==> src/core/bwu_cfg.svh <==
// Constants of the breakpoint and watchpoint unit
`ifndef BWU_CFG_SVH
`define BWU_CFG_SVH
`define OFF_DEBUG_CTRL   4'h0
`define OFF_MODE_CTRL    4'h4
`define OFF_BASE_ADDR    4'h8
`define OFF_STATUS       4'hc
`define RESET_VALUE      32'h0000_0000
`define DEBUG_CTRL_MASK  32'h0000_0011
`define MODE_CTRL_MASK   32'h0000_f3ff
`define BIT_SOFT_CTRL    0
`define BIT_HW_MODE      4
`define BIT_ENABLE       15
`define POS_DIR          13
`define BIT_CTX_AWARE    12
`define POS_CTX          7
`define BIT_TYPE         6
`define POS_ACTION       4
`define POS_SIZE         0
`define STAT_HIT         0
`define STAT_ATTACHED    1
`define POS_STAT_CTX     4
`define EXC_BREAK        8'h0c
`define RESP_OKAY        2'b00
`define RESP_SLVERR      2'b10
`endif

==> src/core/bwu_pkg.sv <==
// Types shared by the breakpoint and watchpoint unit
package bwu_pkg;
  typedef enum logic [1:0] {
    DIR_ANY   = 2'b00,
    DIR_WRITE = 2'b01,
    DIR_READ  = 2'b10,
    DIR_NONE  = 2'b11
  } dir_type;

  typedef enum logic [1:0] {
    ACT_RESERVED = 2'b00,
    ACT_TRACE    = 2'b01,
    ACT_BREAK    = 2'b10,
    ACT_CHAIN    = 2'b11
  } action_type;

  // One access presented by the pipeline in a cycle
  typedef struct packed {
    logic        valid;
    logic        fetch;
    logic        write;
    logic [31:0] addr;
  } access_type;

  // Requests back to the pipeline, registered a cycle after the access or soft break that raises them
  typedef struct packed {
    logic       excReq;
    logic [7:0] excCode;
    logic [2:0] excCtx;
    logic       haltCtx;
    logic       haltCpu;
    logic       traceOn;
    logic       armNext;
  } request_type;
endpackage

==> src/core/breakpoint_watchpoint_unit.sv <==
// Breakpoint and watchpoint unit with AXI4-Lite register slave
//
// Register access over AXI4-Lite and the placing of the registers were left to the implementer.
`timescale 1ns/1ps
`include "bwu_cfg.svh"
module breakpoint_watchpoint_unit (
  // Clock and reset
  input  wire logic                 clk,
  input  wire logic                 nrst,
  // AXI4-Lite slave
  input  wire logic [3:0]           awaddr,
  input  wire logic                 awvalid,
  output logic                      awready,
  input  wire logic [31:0]          wdata,
  input  wire logic [3:0]           wstrb,
  input  wire logic                 wvalid,
  output logic                      wready,
  output logic [1:0]                bresp,
  output logic                      bvalid,
  input  wire logic                 bready,
  input  wire logic [3:0]           araddr,
  input  wire logic                 arvalid,
  output logic                      arready,
  output logic [31:0]               rdata,
  output logic [1:0]                rresp,
  output logic                      rvalid,
  input  wire logic                 rready,
  // Debugger pins
  input  wire logic                 debugAttached,
  input  wire logic                 debugHaltAll,
  // Pipeline side
  input  wire logic [2:0]           curCtx,
  input  wire logic                 softBreakExec,
  input  wire bwu_pkg::access_type  access,
  output bwu_pkg::request_type      request
);
  logic [31:0]          debugCtrl;
  logic [31:0]          modeCtrl;
  logic [31:0]          baseAddr;
  logic                 hitSeen;
  logic [2:0]           hitCtx;
  logic [1:0]           attachSync;
  logic [1:0]           haltAllSync;
  logic [3:0]           wAddr;
  logic [31:0]          wData;
  logic [3:0]           wStrb;
  logic                 doWrite;
  logic [31:0]          wMask;
  logic                 mapped;
  logic                 clearHit;
  logic                 enable;
  logic                 ctxOk;
  logic                 dirOk;
  logic                 addrOk;
  logic                 hit;
  logic [31:0]          blockMask;
  logic [3:0]           sizeCode;
  bwu_pkg::dir_type     dir;
  bwu_pkg::action_type  action;
  logic                 attached;
  logic                 haltAll;
  bwu_pkg::request_type next_request;

  // Debugger pins come from outside the clock domain
  always_ff @(posedge clk or negedge nrst) begin
    if (!nrst) begin
      attachSync  <= 2'b00;
      haltAllSync <= 2'b00;
    end else begin
      attachSync  <= {attachSync[0], debugAttached};
      haltAllSync <= {haltAllSync[0], debugHaltAll};
    end
  end
  assign attached = attachSync[1];
  assign haltAll  = haltAllSync[1];

  // Write address and data are taken in either order
  always_ff @(posedge clk or negedge nrst) begin
    if (!nrst) begin
      awready <= 1'b1;
      wAddr   <= 4'h0;
    end else if (awvalid && awready) begin
      awready <= 1'b0;
      wAddr   <= awaddr;
    end else if (bvalid && bready) begin
      awready <= 1'b1;
    end
  end

  always_ff @(posedge clk or negedge nrst) begin
    if (!nrst) begin
      wready <= 1'b1;
      wData  <= 32'h0000_0000;
      wStrb  <= 4'h0;
    end else if (wvalid && wready) begin
      wready <= 1'b0;
      wData  <= wdata;
      wStrb  <= wstrb;
    end else if (bvalid && bready) begin
      wready <= 1'b1;
    end
  end

  assign doWrite = !awready && !wready && !bvalid;
  assign mapped  = (wAddr[1:0] == 2'b00);
  always_comb begin
    for (int i = 0; i < 4; i++) begin
      wMask[i*8 +: 8] = {8{wStrb[i]}};
    end
  end

  always_ff @(posedge clk or negedge nrst) begin
    if (!nrst) begin
      bvalid <= 1'b0;
      bresp  <= `RESP_OKAY;
    end else if (doWrite) begin
      bvalid <= 1'b1;
      bresp  <= mapped ? `RESP_OKAY : `RESP_SLVERR;
    end else if (bready) begin
      bvalid <= 1'b0;
    end
  end

  // Reserved bits never store, so they read back as zero
  always_ff @(posedge clk or negedge nrst) begin
    if (!nrst) begin
      debugCtrl <= `RESET_VALUE;
      modeCtrl  <= `RESET_VALUE;
      baseAddr  <= `RESET_VALUE;
    end else if (doWrite) begin
      case (wAddr)
        `OFF_DEBUG_CTRL: begin
          debugCtrl <= ((debugCtrl & ~wMask) | (wData & wMask)) & `DEBUG_CTRL_MASK;
        end
        `OFF_MODE_CTRL: begin
          modeCtrl <= ((modeCtrl & ~wMask) | (wData & wMask)) & `MODE_CTRL_MASK;
        end
        `OFF_BASE_ADDR: begin
          baseAddr <= (baseAddr & ~wMask) | (wData & wMask);
        end
        default: begin
        end
      endcase
    end
  end

  assign clearHit = doWrite && (wAddr == `OFF_STATUS) && wStrb[0] && wData[`STAT_HIT];

  // A hit in the same cycle as the clear wins
  always_ff @(posedge clk or negedge nrst) begin
    if (!nrst) begin
      hitSeen <= 1'b0;
      hitCtx  <= 3'h0;
    end else if (hit) begin
      hitSeen <= 1'b1;
      hitCtx  <= curCtx;
    end else if (clearHit) begin
      hitSeen <= 1'b0;
    end
  end

  always_ff @(posedge clk or negedge nrst) begin
    if (!nrst) begin
      arready <= 1'b1;
      rvalid  <= 1'b0;
      rdata   <= 32'h0000_0000;
      rresp   <= `RESP_OKAY;
    end else if (arvalid && arready) begin
      arready <= 1'b0;
      rvalid  <= 1'b1;
      rresp   <= `RESP_OKAY;
      case (araddr)
        `OFF_DEBUG_CTRL: rdata <= debugCtrl;
        `OFF_MODE_CTRL:  rdata <= modeCtrl;
        `OFF_BASE_ADDR:  rdata <= baseAddr;
        `OFF_STATUS: begin
          rdata <= {25'h0, hitCtx, 2'b00, attached, hitSeen};
        end
        default: begin
          rdata <= 32'h0000_0000;
          rresp <= `RESP_SLVERR;
        end
      endcase
    end else if (rvalid && rready) begin
      rvalid  <= 1'b0;
      arready <= 1'b1;
    end
  end

  // Event detector
  assign enable   = modeCtrl[`BIT_ENABLE];
  assign dir      = bwu_pkg::dir_type'(modeCtrl[`POS_DIR +: 2]);
  assign action   = bwu_pkg::action_type'(modeCtrl[`POS_ACTION +: 2]);
  assign sizeCode = modeCtrl[`POS_SIZE +: 4];
  // A misaligned base still watches the aligned block that contains it
  assign blockMask = ~((32'h0000_0001 << sizeCode) - 32'h0000_0001);

  assign ctxOk = !modeCtrl[`BIT_CTX_AWARE] || (curCtx == modeCtrl[`POS_CTX +: 3]);

  always_comb begin
    unique case (dir)
      bwu_pkg::DIR_ANY:   dirOk = 1'b1;
      bwu_pkg::DIR_WRITE: dirOk = access.write;
      bwu_pkg::DIR_READ:  dirOk = !access.write;
      bwu_pkg::DIR_NONE:  dirOk = 1'b0;
    endcase
  end

  always_comb begin
    if (modeCtrl[`BIT_TYPE]) begin
      addrOk = !access.fetch && dirOk && ((access.addr & blockMask) == (baseAddr & blockMask));
    end else begin
      addrOk = access.fetch && (access.addr == baseAddr);
    end
  end

  assign hit = enable && access.valid && ctxOk && addrOk;

  always_comb begin
    next_request         = '0;
    next_request.excCode = `EXC_BREAK;
    next_request.excCtx  = curCtx;
    if (softBreakExec) begin
      if (attached) begin
        next_request.haltCpu = haltAll;
        next_request.haltCtx = !haltAll;
      end else if (debugCtrl[`BIT_SOFT_CTRL]) begin
        next_request.excReq = 1'b1;
      end
    end
    if (hit) begin
      unique case (action)
        bwu_pkg::ACT_TRACE: next_request.traceOn = 1'b1;
        bwu_pkg::ACT_CHAIN: next_request.armNext = 1'b1;
        bwu_pkg::ACT_BREAK: begin
          if (attached) begin
            next_request.haltCpu = next_request.haltCpu | debugCtrl[`BIT_HW_MODE];
            next_request.haltCtx = next_request.haltCtx | !debugCtrl[`BIT_HW_MODE];
          end else begin
            next_request.excReq = 1'b1;
          end
        end
        bwu_pkg::ACT_RESERVED: begin
        end
      endcase
    end
  end

  always_ff @(posedge clk or negedge nrst) begin
    if (!nrst) begin
      request <= '0;
    end else begin
      request <= next_request;
    end
  end
endmodule

==> config.mk <==
export PLATFORM = sky130hd
export DESIGN_NAME = breakpoint_watchpoint_unit
export DESIGN_NICKNAME = d
export VERILOG_FILES = /design/src/core/bwu_pkg.sv /design/src/core/breakpoint_watchpoint_unit.sv
export VERILOG_INCLUDE_DIRS = /design/src /design/src/core
export SDC_FILE = /design/constraint.sdc
export NUM_CORES = 1
export LEC_CHECK = 0
export CAP_MARGIN = 15
export CORE_MARGIN = 8
export CORE_UTILIZATION = 30
export CTS_CLUSTER_SIZE = 20
export DETAILED_ROUTE_END_ITERATION = 10
export DONT_BUFFER_PORTS = 1
export PLACE_DENSITY = 0.51
export SLEW_MARGIN = 20
export SYNTH_ARGS = -nofsm -noshare
export SYNTH_HDL_FRONTEND = slang
export SYNTH_SLANG_ARGS = --single-unit
==> constraint.sdc <==
create_clock -name clk -period 8.55 [get_ports clk]
set_clock_uncertainty 0.15 [all_clocks]
set_input_delay 0 -clock clk [delete_from_list [all_inputs] [get_ports clk]]
set_output_delay 0 -clock clk [all_outputs]
set_load 0.1 [all_outputs]
# Yosys cells after proc, flatten, opt, wreduce, memory -nomap -nowiden
# Index checks and enable logic that the tools add are counted.
# totals
register_bits	146
in_bits	92
output_inout_bits	57
wordCells	122
# classes
bitwise_logic	13
n_mux	29
reduce_logical	38
eq_ne	15
n_shift	1
add_sub_neg	1
# ops
operator	n
bitwise AND 32 bit	4
one-hot mux 32 bit (4 select lines)	1
equality test 32 bit	2
NOT 32 bit	2
OR 32 bit	1
left shift 1 x 4 -> 32 bit, first input constant	1
subtractor 32 x 1 -> 32 bit, second input constant	1
2-to-1 mux 1 bit	20
bitwise AND 16 bit	1
equality test 4 bit, second input constant	4
logical AND 1 bit	16
OR 16 bit	1
2-to-1 mux 2 bit	6
nonzero test 2 bit	5
equality test 2 bit, second input constant	4
equality test 4 x 3 -> 1 bit, second input constant	2
zero test 1 bit	8
zero test 4 bit	2
AND reduction 2 bit	3
bitwise AND 5 bit	1
OR 5 bit	1
equality test 2 x 1 -> 1 bit, second input constant	2
zero test 2 bit	2
2-to-1 mux 4 bit	1
other kinds (5)	6

# Depth between registers and ports, before layout
# depth
word_depth	9
ltp_mapped	12
depth_no_buf	10

# Least setup slack after synthesis
# No wires, ideal clock.
# synth_timing
path_kind	register to register
startpoint	reg with a tool-made name
endpoint	reg hitCtx[0]
t_arrival_ns	2.538
path_stages_with_launch	12
synth_period_minus_slack_ns	2.815
setup_slack_ns	5.735
path_buffers	2
path_cell_list	dfrtp_1 -> buf_2 -> nand2b_1 -> ha_1 -> buf_6 -> or4b_4 -> nand2_2 -> nand3_2 -> nor4b_2 -> a41oi_2 -> nor2_4 -> mux2_1
# synth_rtl
item	line	source
end signal, assigned	breakpoint_watchpoint_unit.sv:156	hitCtx <= curCtx;
end, declared	breakpoint_watchpoint_unit.sv:41	logic [2:0] hitCtx;

==> key figures <==
Clock tree
  • Reg clk slew, reported paths: 0.06 ns
  • CTS tree: done
  • CTS buffer count: 17
  • Clock Tree Buf Depth: 2
  • Resize count post-CTS: 0
  • Clock latency reported for the late side of the worst-skew pair: 0.42 ns
  • Clock sink total: 144
  • CTS Root Buffer Type: clkbuf_16
  • H-tree Lvls: 4

Worst setup path
  • Crit Path Max Fanout: 12
  • Critical-path top delay cell: dfrtp_1
  • Slowest cell delay on critical path: 0.58 ns
  • Worst-path cell chain: nor3_1 -> nand2_1 -> ha_1 -> or4b_4 -> nand2_2 -> nand3_2 -> nor4b_2 -> a41oi_2 -> nor2_4 -> mux2_1
  • Sum of buffers and inverters on the critical path: 0
  • Largest delay share family, worst path: simple AND/OR/NAND/NOR gates
  • WP data arrival: 3.38 ns
  • Crit path capture type: flop
  • Setup CP Type: reg2reg
  • Worst setup SP type: flop
  • Required time of the critical path: 8.69 ns

Timing
  • Fmax: 309 MHz
  • Tmin final: 3.24 ns
  • Slew @ Worst Pin: 1.00 ns
  • Max-slew violation count: 0
  • Final setup vio count: 0
  • RSZ-0062 raised after global routing: false
  • Post-route setup TNS: 0 ns
  • Slew HR: 33.3%
  • Final Hold Viols: 0
  • Fin crit share: 37.8%

Synthesis
  • Post-synth ARST share: 100%
  • Area leader, netlist: dfrtp_1
  • Avg Synthesized Cell Area: 12.1 sq um
  • Most used DFF post-synth: dfrtp_1
  • Post-synth EDFFs: 0
  • Synth warnings: 0
  • Unique cell type count in the Yosys netlist: 58
  • Cell area after synthesis: 6520 sq um
  • Seq cells post-synth: 144
  • Synth top area cells: dfrtp_1 (54%), mux2_2 (10%), mux2_1 (5.9%)
  • Post-synth top area share: 54.1%
  • Post-synthesis instance total: 539
  • Sequential area share after synthesis: 55.3%

GRT
  • First-pass GRT wire length: 29.3 mm
  • Initial antenna violation count: 0
  • Pin count of the biggest net entering global routing: 145
  • Global-route usage over all layers: 14.7%
  • GR Overflow Total: 0
  • Vias in the first global route: 4872

Power
  • Flop pwr share: 47.5%
  • Internal power: 0.00166 W
  • Comb pwr share: 21.9%
  • Switching pwr: 0.000945 W
  • Clk network pwr share: 30.7%
  • Maximum vdd drop: 0.166 mV
  • Switch share: 36.2%
  • Total Power: 0.00261 W
  • Power Density: 322 nW/um^2
  • Static leakage: 3.52 nW

Die
  • Full die area: 26700 sq um
  • Starting Density: 30.3%
  • Die Width: 163 um
  • Core Box Area: 21600 sq um
  • Die height: 163 um
  • Rows: 54
  • IO Pins: 149

Layout
  • Design area: 8090 sq um
  • Storage cell area: 3610 sq um
  • Core Util, Final: 37.5%
  • Area of the multi-input gates: 2760 sq um
  • Post-route insts no fill: 899
  • Share of cells above drive strength 1: 19.1%
  • # nets final: 700
  • Most common cell after layout, fill and taps aside: dfrtp_1
  • Most frequent cells in the layout: dfrtp_1 (140), nand2_1 (68), dlygate4sd3_1 (64)
  • Inserted Diodes: 0
  • Area grow syn2layout: 24.0%
  • Layout fillers: 2111

Drt
  • Initial DRC count: 233
  • First-pass DRT Iterations: 4
  • Final WL: 19.1 mm
  • # DRC: 0
  • DR WL/cell: 21.2 um
  • Final ANT Viol Nets: 0
  • Vias/cell: 4.94
  • Via count: 4445

Placement
  • Placed cell area: 6790 sq um
  • I/O Buffers: 0
  • Gpl congestion: 0.822
  • Post-DP HPWL: 14.4 mm
  • Placed Cells: 802

Min path
  • Hold Crit Class: in2async

Status
  • Status: completed

Job
  • Max_cap viols: 0
synthesized netlist by cell type (all sizes together), types with 2 or more instances:
| cell type | instances |
|---|---|
| nor4b | 5 |
| xnor2 | 2 |
| dfrtp | 141 |
| inv | 9 |
| nor3 | 6 |
| xor2 | 35 |
| and3 | 4 |
| a22oi | 14 |
| mux4 | 2 |
| nand2 | 72 |
| nand3b | 3 |
| or4b | 3 |
| nor3b | 3 |
| nand2b | 2 |
| nor2b | 2 |
| o41ai | 2 |
| conb | 2 |
| nor4 | 13 |
| clkbuf | 12 |
| a21oi | 6 |
| buf | 16 |
| nor2 | 13 |
| mux2 | 93 |
| a22o | 2 |
| nand3 | 6 |
| o21ai | 38 |
| dfstp | 3 |
| ha | 2 |
| or3 | 3 |
| nand4 | 7 |
| mux2i | 3 |
cell type report:
type | instances | share of cell area [%]
timing repair buffer | 69 | 8.63
multi-input combinational | 365 | 34.2
inverter | 9 | 0.418
sequential | 144 | 44.6
clock buffer | 18 | 5.31
tap | 280 | 4.33
clock inverter | 14 | 2.54
cells by family after synthesis:
kind of cell / count (synthesis) / share of synthesized area [%]
buffers and inverters: 37 / 2.88
AOI/OAI and AO/OA: 73 / 7.31
muxes: 98 / 17.2
other: 2 / 0.115
and+or+nand+nor: 146 / 11.8
xor gates and xnor gates: 37 / 4.97
adders and majority gates: 2 / 0.384
DFF: 144 / 55.3
power by group through the flow:
stage	combinational (W)	sequential (W)	clock, W
after global placement	0.000522	0.00124	0
final	0.000571	0.00124	0.000799
after CTS	0.000576	0.00124	0.000820
after detailed placement	0.000524	0.00125	0
after global routing	0.000632	0.00127	0.000848
after floorplan	0.000460	0.00115	0
per-layer routing:
metal  share of wire (%)  routed length, um  GRT usage, %  up-vias
met5                   0                  0             0        -
met4                 3.0                575          6.32        0
met3                 5.7               1080          4.56       29
met2                  50               9510          24.5      126
met1                  41               7910          17.2     2251
li1                    -                  -             -     2039
stage by stage:
stage                     worst slack [ns]  hold slack [ns]
after floorplan                       5.73           -0.446
after global placement                5.45           -0.441
after detailed placement              5.36           -0.442
after CTS                             5.33           0.0281
after global routing                  5.09           0.0136
final                                 5.31           0.0351
worst reg2reg max path, stage by stage, from the launching register on:
cell and delay (ns):
dfrtp_1 0.58, nor3_1 0.13, nand2_1 0.09, ha_1 0.34, or4b_4 0.55, nand2_2 0.10, nand3_2 0.08, nor4b_2 0.30
a41oi_2 0.22, nor2_4 0.20, mux2_1 0.36
final timing paths:
check,to,depth (start not counted),slack (ns)
setup / recovery,hitCtx[2]$_DFFE_PN0P_,10,5.31
hold / removal,asynchronous set/reset pin,2,0.04
setup reg to reg,hitCtx[2]$_DFFE_PN0P_,10,5.31
hold reg to reg,attachSync[1]$_DFF_PN0_,0,0.20
max in group asynchronous,request[6]$_DFF_PN0_,2,7.55
min in group clk,request[1]$_DFF_PN0_,4,0.04
what timing repair did:
| item | 4_1_cts | 5_1_grt |
|---|---|---|
| hold buffers | 65 | 0 |
| endpoints found under the hold margin | 235 | 0 |
| buffers inserted | 0 | 0 |
Note: power is estimated with default switching activity, not from simulation.
